`src/verilog/trigger_programming_panel_pkg.sv`:
```
// Constants shared by the trigger-function panel: register map, field layout,
// command codes, reset values and the programming-mode state encoding.
// Assumes a 32-bit APB slave with byte addresses on an 8-bit address bus.
package trigger_programming_panel_pkg;

   // ----------------------------------------------------------------------
   // Register map
   // ----------------------------------------------------------------------
   localparam int          NCH        = 4;
   localparam int          ADDR_W     = 8;
   localparam logic [7:0]  A_CMD      = 8'h00;  // Write-only button command
   localparam logic [7:0]  A_CTRL     = 8'h04;  // Monitor trace enable
   localparam logic [7:0]  A_STAT     = 8'h08;  // Panel state
   localparam logic [7:0]  A_STEP     = 8'h0c;  // Deflection step per channel

   // ----------------------------------------------------------------------
   // Field layout
   // ----------------------------------------------------------------------
   localparam int          CMD_CODE_LSB = 0;
   localparam int          CMD_CODE_W   = 4;
   localparam int          CMD_CH_LSB   = 4;
   localparam int          CH_W         = 2;
   localparam int          CTRL_MON_BIT = 0;
   localparam logic        CTRL_MON_RST = 1'b1;
   localparam int          ST_MODE_BIT  = 0;
   localparam int          ST_AND_BIT   = 1;
   localparam int          ST_TERM_LSB  = 4;
   localparam int          ST_INV_LSB   = 8;
   localparam int          ST_EDGE_LSB  = 12;
   localparam int          ST_DISP_LSB  = 16;
   localparam int          ST_SEL_LSB   = 20;
   localparam int          ST_TRIGGER_PROGRAMMING_BIT  = 24;
   localparam int          STEP_W       = 4;

   // ----------------------------------------------------------------------
   // Command codes written to A_CMD
   // ----------------------------------------------------------------------
   localparam logic [3:0]  C_PROGRAM_MODE_SELECT    = 4'h1;
   localparam logic [3:0]  C_CLEAR   = 4'h2;
   localparam logic [3:0]  C_NOT     = 4'h3;
   localparam logic [3:0]  C_EDGE    = 4'h4;
   localparam logic [3:0]  C_AND     = 4'h5;
   localparam logic [3:0]  C_CHANNEL_PROGRAMMING    = 4'h6;
   localparam logic [3:0]  C_DISPLAY = 4'h7;
   localparam logic [3:0]  C_VUP     = 4'h8;
   localparam logic [3:0]  C_VDN     = 4'h9;

   // ----------------------------------------------------------------------
   // Deflection steps: 0 = 5 V/div, rising index = more sensitive
   // 3 = 0.5 V/div, 4 = 0.2 V/div
   // ----------------------------------------------------------------------
   localparam logic [3:0]  STEP_RST  = 4'h3;
   localparam logic [3:0]  STEP_MAX  = 4'h9;
   localparam logic [3:0]  STEP_ONE  = 4'h1;
   localparam logic [3:0]  STEP_MIN  = 4'h0;

   typedef enum logic [1:0] {
      channel_programming = 2'b01,
      trigger_programming = 2'b10
   } program_mode_select_mode_t;

endpackage : trigger_programming_panel_pkg
```
`src/verilog/apb_panel_if.sv`:
```
// APB slave decode for the panel registers: strobes and read mux.
// Zero wait states; unmapped addresses answer with pslverr and zero data.
`timescale 1ns/1ns
module apb_panel_if
   import trigger_programming_panel_pkg::*;
(
   input  wire logic              psel,
   input  wire logic              penable,
   input  wire logic              pwrite,
   input  wire logic [ADDR_W-1:0] paddr,
   input  wire logic [31:0]       ctrl_rd,
   input  wire logic [31:0]       stat_rd,
   input  wire logic [31:0]       step_rd,
   output logic [31:0]            prdata,
   output logic                   pready,
   output logic                   pslverr,
   output logic                   wr_cmd,
   output logic                   wr_ctrl
);
   logic access;

   function automatic logic mapped(input logic [ADDR_W-1:0] a);
      return (a == A_CMD) || (a == A_CTRL) || (a == A_STAT) || (a == A_STEP);
   endfunction : mapped

   // Access phase; every transfer completes in its first access cycle
   assign access  = psel & penable;
   assign pready  = 1'b1;
   assign pslverr = access & ~mapped(paddr);
   assign wr_cmd  = access & pwrite & (paddr == A_CMD);
   assign wr_ctrl = access & pwrite & (paddr == A_CTRL);

   // Read mux; command register reads as zero
   always_comb begin
      prdata = 32'h0000_0000;
      if (psel && !pwrite) begin
         unique case (paddr)
            A_CTRL:  prdata = ctrl_rd;
            A_STAT:  prdata = stat_rd;
            A_STEP:  prdata = step_rd;
            default: prdata = 32'h0000_0000;
         endcase
      end
   end

endmodule : apb_panel_if

```
`src/verilog/term_eval.sv`:
```
// One channel term of the trigger function: polarity and edge qualification.
// Assumes the level input is already threshold-compared and synchronous.
`timescale 1ns/1ns
module term_eval
   import trigger_programming_panel_pkg::*;
(
   input  wire logic pclk,
   input  wire logic presetn,
   input  wire logic level,
   input  wire logic en,
   input  wire logic inv,
   input  wire logic edge_q,
   output logic      match
);
   logic act;
   logic prev_q;

   // Polarity: an inverted term is true on the low level
   assign act = level ^ inv;

   // Previous active value, kept every cycle so an edge is seen at once
   always_ff @(posedge pclk or negedge presetn) begin
      if (!presetn) begin
         prev_q <= 1'b0;
      end else begin
         prev_q <= act;
      end
   end

   // Unprogrammed term is neutral in the product (true)
   always_comb begin
      if (!en) begin
         match = 1'b1;
      end else if (edge_q) begin
         match = act & ~prev_q;
      end else begin
         match = act;
      end
   end

endmodule : term_eval

```
`src/verilog/trigger_programming_panel.sv`:
```
// Trigger-function panel: button commands over APB build a product of channel
// terms that drives the time-base trigger and the monitor trace.
// Assumes channel levels are threshold-compared and synchronous to pclk.
`timescale 1ns/1ns

// Operation
// Second edge press restores level, stops flashing
// AND then channel: both terms must hold
// Unsatisfied function gives no trigger at all
// Clear removes all terms, all indicators off
// Program button toggles channel/trigger mode
// Trigger mode channel press adds active-high red term
// Invert makes term active-low, indicator green
// Second invert restores active-high, indicator red
// Display off keeps channel in trigger evaluation
// Channel mode: display toggles trace, light, readout
// Upper deflection press steps one more sensitive
// Monitor trace shows function output only
// Unprogrammed channel never influences trigger
// Function evaluated every cycle from held terms
module trigger_programming_panel
   import trigger_programming_panel_pkg::*;
(
   input  wire logic              pclk,
   input  wire logic              presetn,
   input  wire logic              psel,
   input  wire logic              penable,
   input  wire logic              pwrite,
   input  wire logic [ADDR_W-1:0] paddr,
   input  wire logic [31:0]       pwdata,
   output logic [31:0]            prdata,
   output logic                   pready,
   output logic                   pslverr,
   input  wire logic              input_one,
   input  wire logic              input_two,
   input  wire logic              input_three,
   input  wire logic              input_four,
   output logic                   trigger_programming_out,
   output logic                   trigger_monitor_trace,
   output logic                   program_mode_select_led,
   output logic [NCH-1:0]         term_led_red,
   output logic [NCH-1:0]         term_led_green,
   output logic [NCH-1:0]         term_led_flash,
   output logic [NCH-1:0]         disp_on,
   output logic [NCH*STEP_W-1:0]  vdiv_step
);
   // ----------------------------------------------------------------------
   // State
   // ----------------------------------------------------------------------
   program_mode_select_mode_t          mode_q;
   logic [CH_W-1:0]     sel_q;
   logic                and_pend_q;
   logic                pinv_q;
   logic                pedge_q;
   logic [NCH-1:0]      term_q;
   logic [NCH-1:0]      inv_q;
   logic [NCH-1:0]      edge_q;
   logic [NCH-1:0]      disp_q;
   logic [STEP_W-1:0]   step_q [NCH];
   logic                mon_en_q;
   logic                trigger_programming_q;
   logic [NCH-1:0]      level;
   logic [NCH-1:0]      match;
   logic                hit;
   logic                wr_cmd;
   logic                wr_ctrl;
   logic [3:0]          code;
   logic [CH_W-1:0]     ch;
   logic                trigger_programming_mode;
   logic                sel_live;
   logic [31:0]         stat_rd;
   logic [31:0]         step_rd;

   function automatic logic [NCH-1:0] onehot(input logic [CH_W-1:0] c);
      return NCH'(1) << c;
   endfunction : onehot

   // ----------------------------------------------------------------------
   // Bus slave
   // ----------------------------------------------------------------------
   apb_panel_if u_apb (
      .psel    (psel),
      .penable (penable),
      .pwrite  (pwrite),
      .paddr   (paddr),
      .ctrl_rd ({31'h0000_0000, mon_en_q}),
      .stat_rd (stat_rd),
      .step_rd (step_rd),
      .prdata  (prdata),
      .pready  (pready),
      .pslverr (pslverr),
      .wr_cmd  (wr_cmd),
      .wr_ctrl (wr_ctrl)
   );

   // Command decode from the written word
   assign code      = pwdata[CMD_CODE_LSB +: CMD_CODE_W];
   assign ch        = pwdata[CMD_CH_LSB +: CH_W];
   assign trigger_programming_mode = (mode_q == trigger_programming);
   assign sel_live  = term_q[sel_q];

   // ----------------------------------------------------------------------
   // Programming mode
   // ----------------------------------------------------------------------
   // Program button flips between the two modes
   always_ff @(posedge pclk or negedge presetn) begin
      if (!presetn) begin
         mode_q <= channel_programming;
      end else if (wr_cmd && code == C_PROGRAM_MODE_SELECT) begin
         unique case (mode_q)
            channel_programming: mode_q <= trigger_programming;
            trigger_programming: mode_q <= channel_programming;
            default:             mode_q <= channel_programming;
         endcase
      end
   end

   // Channel selection is shared by both modes, as on the panel
   always_ff @(posedge pclk or negedge presetn) begin
      if (!presetn) begin
         sel_q <= '0;
      end else if (wr_cmd && code == C_CHANNEL_PROGRAMMING) begin
         sel_q <= ch;
      end
   end

   // AND arms the next channel press to extend the product
   always_ff @(posedge pclk or negedge presetn) begin
      if (!presetn) begin
         and_pend_q <= 1'b0;
      end else if (wr_cmd && trigger_programming_mode) begin
         if (code == C_AND) begin
            and_pend_q <= 1'b1;
         end else if (code == C_CHANNEL_PROGRAMMING || code == C_CLEAR) begin
            and_pend_q <= 1'b0;
         end
      end
   end

   // Modifiers pressed while the selected channel has no live term wait for the next channel
   always_ff @(posedge pclk or negedge presetn) begin
      if (!presetn) begin
         pinv_q  <= 1'b0;
         pedge_q <= 1'b0;
      end else if (wr_cmd && trigger_programming_mode) begin
         if (code == C_CHANNEL_PROGRAMMING || code == C_CLEAR) begin
            pinv_q  <= 1'b0;
            pedge_q <= 1'b0;
         end else if (code == C_NOT && !sel_live) begin
            pinv_q  <= ~pinv_q;
         end else if (code == C_EDGE && !sel_live) begin
            pedge_q <= ~pedge_q;
         end
      end
   end

   // ----------------------------------------------------------------------
   // Trigger terms
   // ----------------------------------------------------------------------
   // A plain channel press starts a new single-term function; after AND it
   // joins the product. Clearing wipes polarity and edge too.
   always_ff @(posedge pclk or negedge presetn) begin
      if (!presetn) begin
         term_q <= '0;
         inv_q  <= '0;
         edge_q <= '0;
      end else if (wr_cmd && trigger_programming_mode) begin
         unique case (code)
            C_CLEAR: begin
               term_q <= '0;
               inv_q  <= '0;
               edge_q <= '0;
            end
            C_CHANNEL_PROGRAMMING: begin
               if (and_pend_q) begin
                  term_q <= term_q | onehot(ch);
                  inv_q  <= (inv_q & ~onehot(ch)) | (pinv_q ? onehot(ch) : '0);
                  edge_q <= (edge_q & ~onehot(ch)) | (pedge_q ? onehot(ch) : '0);
               end else begin
                  term_q <= onehot(ch);
                  inv_q  <= pinv_q ? onehot(ch) : '0;
                  edge_q <= pedge_q ? onehot(ch) : '0;
               end
            end
            C_NOT: begin
               if (sel_live) begin
                  inv_q <= inv_q ^ onehot(sel_q);
               end
            end
            C_EDGE: begin
               if (sel_live) begin
                  edge_q <= edge_q ^ onehot(sel_q);
               end
            end
            default: begin
            end
         endcase
      end
   end

   // ----------------------------------------------------------------------
   // Display and deflection
   // ----------------------------------------------------------------------
   // Display toggle in channel mode; trace, light and readout share it
   always_ff @(posedge pclk or negedge presetn) begin
      if (!presetn) begin
         disp_q <= onehot('0);
      end else if (wr_cmd && !trigger_programming_mode && code == C_DISPLAY) begin
         disp_q <= disp_q ^ onehot(sel_q);
      end
   end

   // Deflection steps saturate at both ends rather than wrapping
   generate
      for (genvar i = 0; i < NCH; i++) begin : g_step
         always_ff @(posedge pclk or negedge presetn) begin
            if (!presetn) begin
               step_q[i] <= STEP_RST;
            end else if (wr_cmd && !trigger_programming_mode && sel_q == CH_W'(i)) begin
               if (code == C_VUP && step_q[i] != STEP_MAX) begin
                  step_q[i] <= step_q[i] + STEP_ONE;
               end else if (code == C_VDN && step_q[i] != STEP_MIN) begin
                  step_q[i] <= step_q[i] - STEP_ONE;
               end
            end
         end
         assign vdiv_step[i*STEP_W +: STEP_W] = step_q[i];
         assign step_rd[i*STEP_W +: STEP_W]   = step_q[i];
      end
   endgenerate
   assign step_rd[31:NCH*STEP_W] = '0;

   // Monitor trace enable, software controlled
   always_ff @(posedge pclk or negedge presetn) begin
      if (!presetn) begin
         mon_en_q <= CTRL_MON_RST;
      end else if (wr_ctrl) begin
         mon_en_q <= pwdata[CTRL_MON_BIT];
      end
   end

   // ----------------------------------------------------------------------
   // Trigger function
   // ----------------------------------------------------------------------
   // Levels bypass display state so hidden channels still trigger
   assign level = {input_four, input_three, input_two, input_one};

   generate
      for (genvar i = 0; i < NCH; i++) begin : g_term
         term_eval u_term (
            .pclk    (pclk),
            .presetn (presetn),
            .level   (level[i]),
            .en      (term_q[i]),
            .inv     (inv_q[i]),
            .edge_q  (edge_q[i]),
            .match   (match[i])
         );
      end
   endgenerate

   // Product of live terms; empty function never fires
   assign hit = (|term_q) & (&match);

   // Registered every cycle so the time base sees a clean level
   always_ff @(posedge pclk or negedge presetn) begin
      if (!presetn) begin
         trigger_programming_q <= 1'b0;
      end else begin
         trigger_programming_q <= hit;
      end
   end

   // ----------------------------------------------------------------------
   // Outputs
   // ----------------------------------------------------------------------
   assign trigger_programming_out                = trigger_programming_q;
   assign trigger_monitor_trace   = trigger_programming_q & mon_en_q;
   assign program_mode_select_led = trigger_programming_mode;
   assign term_led_red            = term_q & ~inv_q;
   assign term_led_green          = term_q & inv_q;
   assign term_led_flash          = term_q & edge_q;
   assign disp_on                 = disp_q;

   always_comb begin
      stat_rd                                 = 32'h0000_0000;
      stat_rd[ST_MODE_BIT]                    = trigger_programming_mode;
      stat_rd[ST_AND_BIT]                     = and_pend_q;
      stat_rd[ST_TERM_LSB +: NCH]             = term_q;
      stat_rd[ST_INV_LSB +: NCH]              = inv_q;
      stat_rd[ST_EDGE_LSB +: NCH]             = edge_q;
      stat_rd[ST_DISP_LSB +: NCH]             = disp_q;
      stat_rd[ST_SEL_LSB +: CH_W]             = sel_q;
      stat_rd[ST_TRIGGER_PROGRAMMING_BIT]                    = trigger_programming_q;
   end
endmodule : trigger_programming_panel

```
`config.mk`:
```
export PLATFORM = sky130hd
export DESIGN_NAME = trigger_programming_panel
export DESIGN_NICKNAME = d
export VERILOG_FILES = /design/src/verilog/trigger_programming_panel_pkg.sv /design/src/verilog/apb_panel_if.sv /design/src/verilog/term_eval.sv /design/src/verilog/trigger_programming_panel.sv
export SDC_FILE = /design/constraint.sdc
export NUM_CORES = 1
export LEC_CHECK = 0
export ABC_CLOCK_PERIOD_IN_PS = 2450
export BUFFER_PORTS_ARGS = -buffer_cell sky130_fd_sc_hd__clkbuf_2
export CORE_MARGIN = 2
export CORE_UTILIZATION = 46
export CTS_CLUSTER_DIAMETER = 200
export CTS_CLUSTER_SIZE = 40
export DETAILED_ROUTE_END_ITERATION = 6
export PLACE_DENSITY = 0.78
export SYNTH_ARGS = -nofsm -noshare
export SYNTH_HDL_FRONTEND = slang
export SYNTH_SLANG_ARGS = --single-unit
export TNS_END_PERCENT = 50
```
`constraint.sdc`:
```
create_clock -name pclk -period 2.45 [get_ports pclk]
set_input_delay 0.1225 -clock pclk [delete_from_list [all_inputs] [get_ports pclk]]
set_output_delay 0.1225 -clock pclk [all_outputs]
set_load 0.02 [all_outputs]
```
==> results.cfg <==
[run_status]
outcome = complete, no violations

[timing]
slew_viol_final = 0
maxSlewHeadroom = 0.594
min_period_over_period = 0.937
finalSetupViolations = 0
fin_tns_setup_ns = 0
max_freq_ghz = 0.435
post-route-min-period_ns = 2.30
hold_violations = 0
fin_skew_ns = 0.0126
worst_slew_pin_slew_ns = 0.604
rsz0062_at_grt = no

[finish]
diodes = 0
final_core_util = 0.572
area_growth_pct = 19.7
nNetsFinal = 512
drive_gt1_frac = 0.308

[critical_path]
crit_required_ns = 2.69
path_class = reg -> reg
r2r_setup_slack_ns = 0.15
crit_start = vdiv_step[12]$_DFFE_PN1P_
startpoint_type = flop
worst_r2r_startpoint = vdiv_step[12]$_DFFE_PN1P_
end_kind = flop
r2r_cells = 8
cp-endpoint = vdiv_step[15]$_DFFE_PN0P_
crit_fanout = 7
arrival_ns = 2.54
reg2reg_to = vdiv_step[15]$_DFFE_PN0P_

[placement]
gp_congestion = 0.900
place_hpwl_um = 6570
io_buffers = 81

[pwr]
p_leak_nw = 1.89
power_density_mw_per_mm2 = 346
irDropWorstVdd_uv = 185

[clocking]
clock_tree.root_cell = clkbuf_8
clkSinkCount = 45
cts_tree = done
clkLatencyLatePin_ns = 0.32
htreeDepth = 2
clk_pin_slew_worst_paths_ns = 0.09
cts_max_path_buffers = 2
cts_buffers = 5

[die]
pin_count = 118
dieWidth_um = 88.3
start_util = 0.478
die_h_um = 88.3
die_area_sq_mm = 0.00779
rows = 30
coreArea_sq_mm = 0.00683

[drt]
ant_nets = 0
via_per_inst = 5.47
route.detailed.drc = 0
drt_wl_total_um = 8660
vias = 2997
wl_per_cell_um = 15.8
dr.pass1.iters = 5
drt_iter0_markers = 335

[synth]
synth-seq-cells = 45
synth_top_area_cell = dfrtp_1
synth_most_common_cell = dfrtp_1
synth_edf_count = 0
ys_types = 54
ys_warn_count = 0
ys.flop_type = dfrtp_1
syn_area_per_cell_sq_um = 9.05
synth_common_cells = dfrtp_1, nor2_1, nand2_1, o21ai_0
synthArstFlopShare = 1.00
synthCells = 361
synth_top_area_share = 0.261
seq_area_frac_synth = 0.349
synth_area_sq_mm = 0.00327
yosys-top-cells-area = dfrtp_1, dfstp_2, xor2_1

[global_routing]
grt-ovfl-total = 0
grt_pass1_wl_um = 13300
grt_max_degree = 24
antenna_found_initial = 0
grt_use_total = 0.223
grt_pass1_vias = 2694

[job]
drv_cap = 0

[worst_hold_path]
hold_class = in -> reg
[cell usage in the layout (no fill, tap or decap), types with 3 or more instances in the layout]
cell type	netlist	layout
clkbuf_2	0	81
dfrtp_1	34	34
nor2_1	33	33
nand2_1	31	31
o21ai_0	26	26
and2_1	17	17
xor2_1	17	17
buf_4	11	16
a21oi_1	15	15
a22oi_1	13	13
dfstp_2	11	11
nand2b_1	10	10
mux2_2	10	10
conb_1	2	10
o31ai_1	9	9
and3_1	9	9
nor2b_1	9	9
ha_1	8	8
nand3_1	7	7
xnor2_1	7	7
inv_1	6	6
o32a_1	6	6
a21o_1	6	6
clkbuf_8	0	5
nor4_1	4	4
nor3b_1	4	4
fa_1	4	4
nor2_2	3	3
a31oi_1	3	3
dlygate4sd3_1	0	3
[final cells by class]
cell class / count / area [sq um]
Fill cell: 637 / 2920
Multi-Input combinational cell: 293 / 1990
Sequential cell: 45 / 1140
Timing Repair Buffer: 100 / 556
Tap cell: 96 / 120
Clock buffer: 5 / 68.8
Inverter: 6 / 22.5
Clock inverter: 3 / 17.5
[flip-flops by register name, indices dropped and copies added (netlist names)]
register / flops
vdiv_step: 16
disp_on: 4
edge_q: 4
g_term.u_term.prev_q: 4
inv_q: 4
term_q: 4
mode_q: 2
sel_q: 2
and_pend_q: 1
mon_en_q: 1
pedge_q: 1
pinv_q: 1
trigger_programming_out: 1
[how the worst min path moves through the flow]
stage                         start                           endpoint  slack (ns)  cells past startpoint
after floorplan             presetn             and_pend_q$_DFFE_PN0P_       -0.17                      0
final                     input_two  g_term[1].u_term.prev_q$_DFF_PN0_       0.004                      2
after global placement      presetn  g_term[2].u_term.prev_q$_DFF_PN0_        0.14                      1
after CTS                 input_one  g_term[0].u_term.prev_q$_DFF_PN0_       0.001                      2
after detailed placement    presetn  g_term[2].u_term.prev_q$_DFF_PN0_        0.15                      1
after global routing      input_two  g_term[1].u_term.prev_q$_DFF_PN0_       0.009                      2
[repair_timing]
| action | CTS | global route |
|---|---|---|
| buffers inserted | 0 | 0 |
| resized for setup | 0 | 0 |
| endpoints found under the hold margin | 22 | 1 |
| setup endpoints to repair | 0 | 0 |
| hold buffers | 2 | 1 |
[per-layer routing]
layer  wire (um)  global-route usage  up-vias  share of wire
met1        3840               0.306     1431           0.44
met3         411              0.0326       10          0.047
met4         154              0.0937        0          0.018
li1            -                   -     1449              -
met2        4260               0.355      107           0.49
met5           0                   0        -              0
[cell families after synthesis]
kind of cell    synth area share
compound gates             0.166
fa+ha+maj                 0.0552
simple gates               0.263
mux                       0.0483
other cells              0.00230
xor+xnor                  0.0644
buf+inv                   0.0521
flops                      0.349
[through the flow]
stage | std cells | setup slack [ns] | hold slack, ns | total power, W | area (sq um)
after global placement | 537 | 0.176 | 0.143 | 0.000885 | 3790
after global routing | 548 | 0.0119 | 0.00916 | 0.00140 | 3910
after floorplan | 369 | 0.0490 | -0.173 | 0.000842 | 3300
after detailed placement | 537 | 0.147 | 0.152 | 0.000888 | 3790
after CTS | 547 | 0.177 | 0.00137 | 0.00136 | 3900
final | 548 | 0.154 | 0.00368 | 0.00135 | 3910
[worst max-delay path, cell delays in order (launching register included)]
cell,delay (ns)
dfstp_2,0.62
nand2_1,0.11
o31ai_1,0.30
ha_1,0.30
a21o_1,0.16
a21oi_1,0.16
xnor2_1,0.13
nor3b_1,0.27
xor2_1,0.17
[power by group]
| group | total, W | internal [W] | switching, W |
|---|---|---|---|
| Clock | 0.000476 | 0.000197 | 0.000279 |
| Sequential | 0.000749 | 0.000747 | 0.00000164 |
| Combinational | 0.000130 | 0.0000453 | 0.0000844 |
No activity file was read; power rests on OpenSTA's default activity.
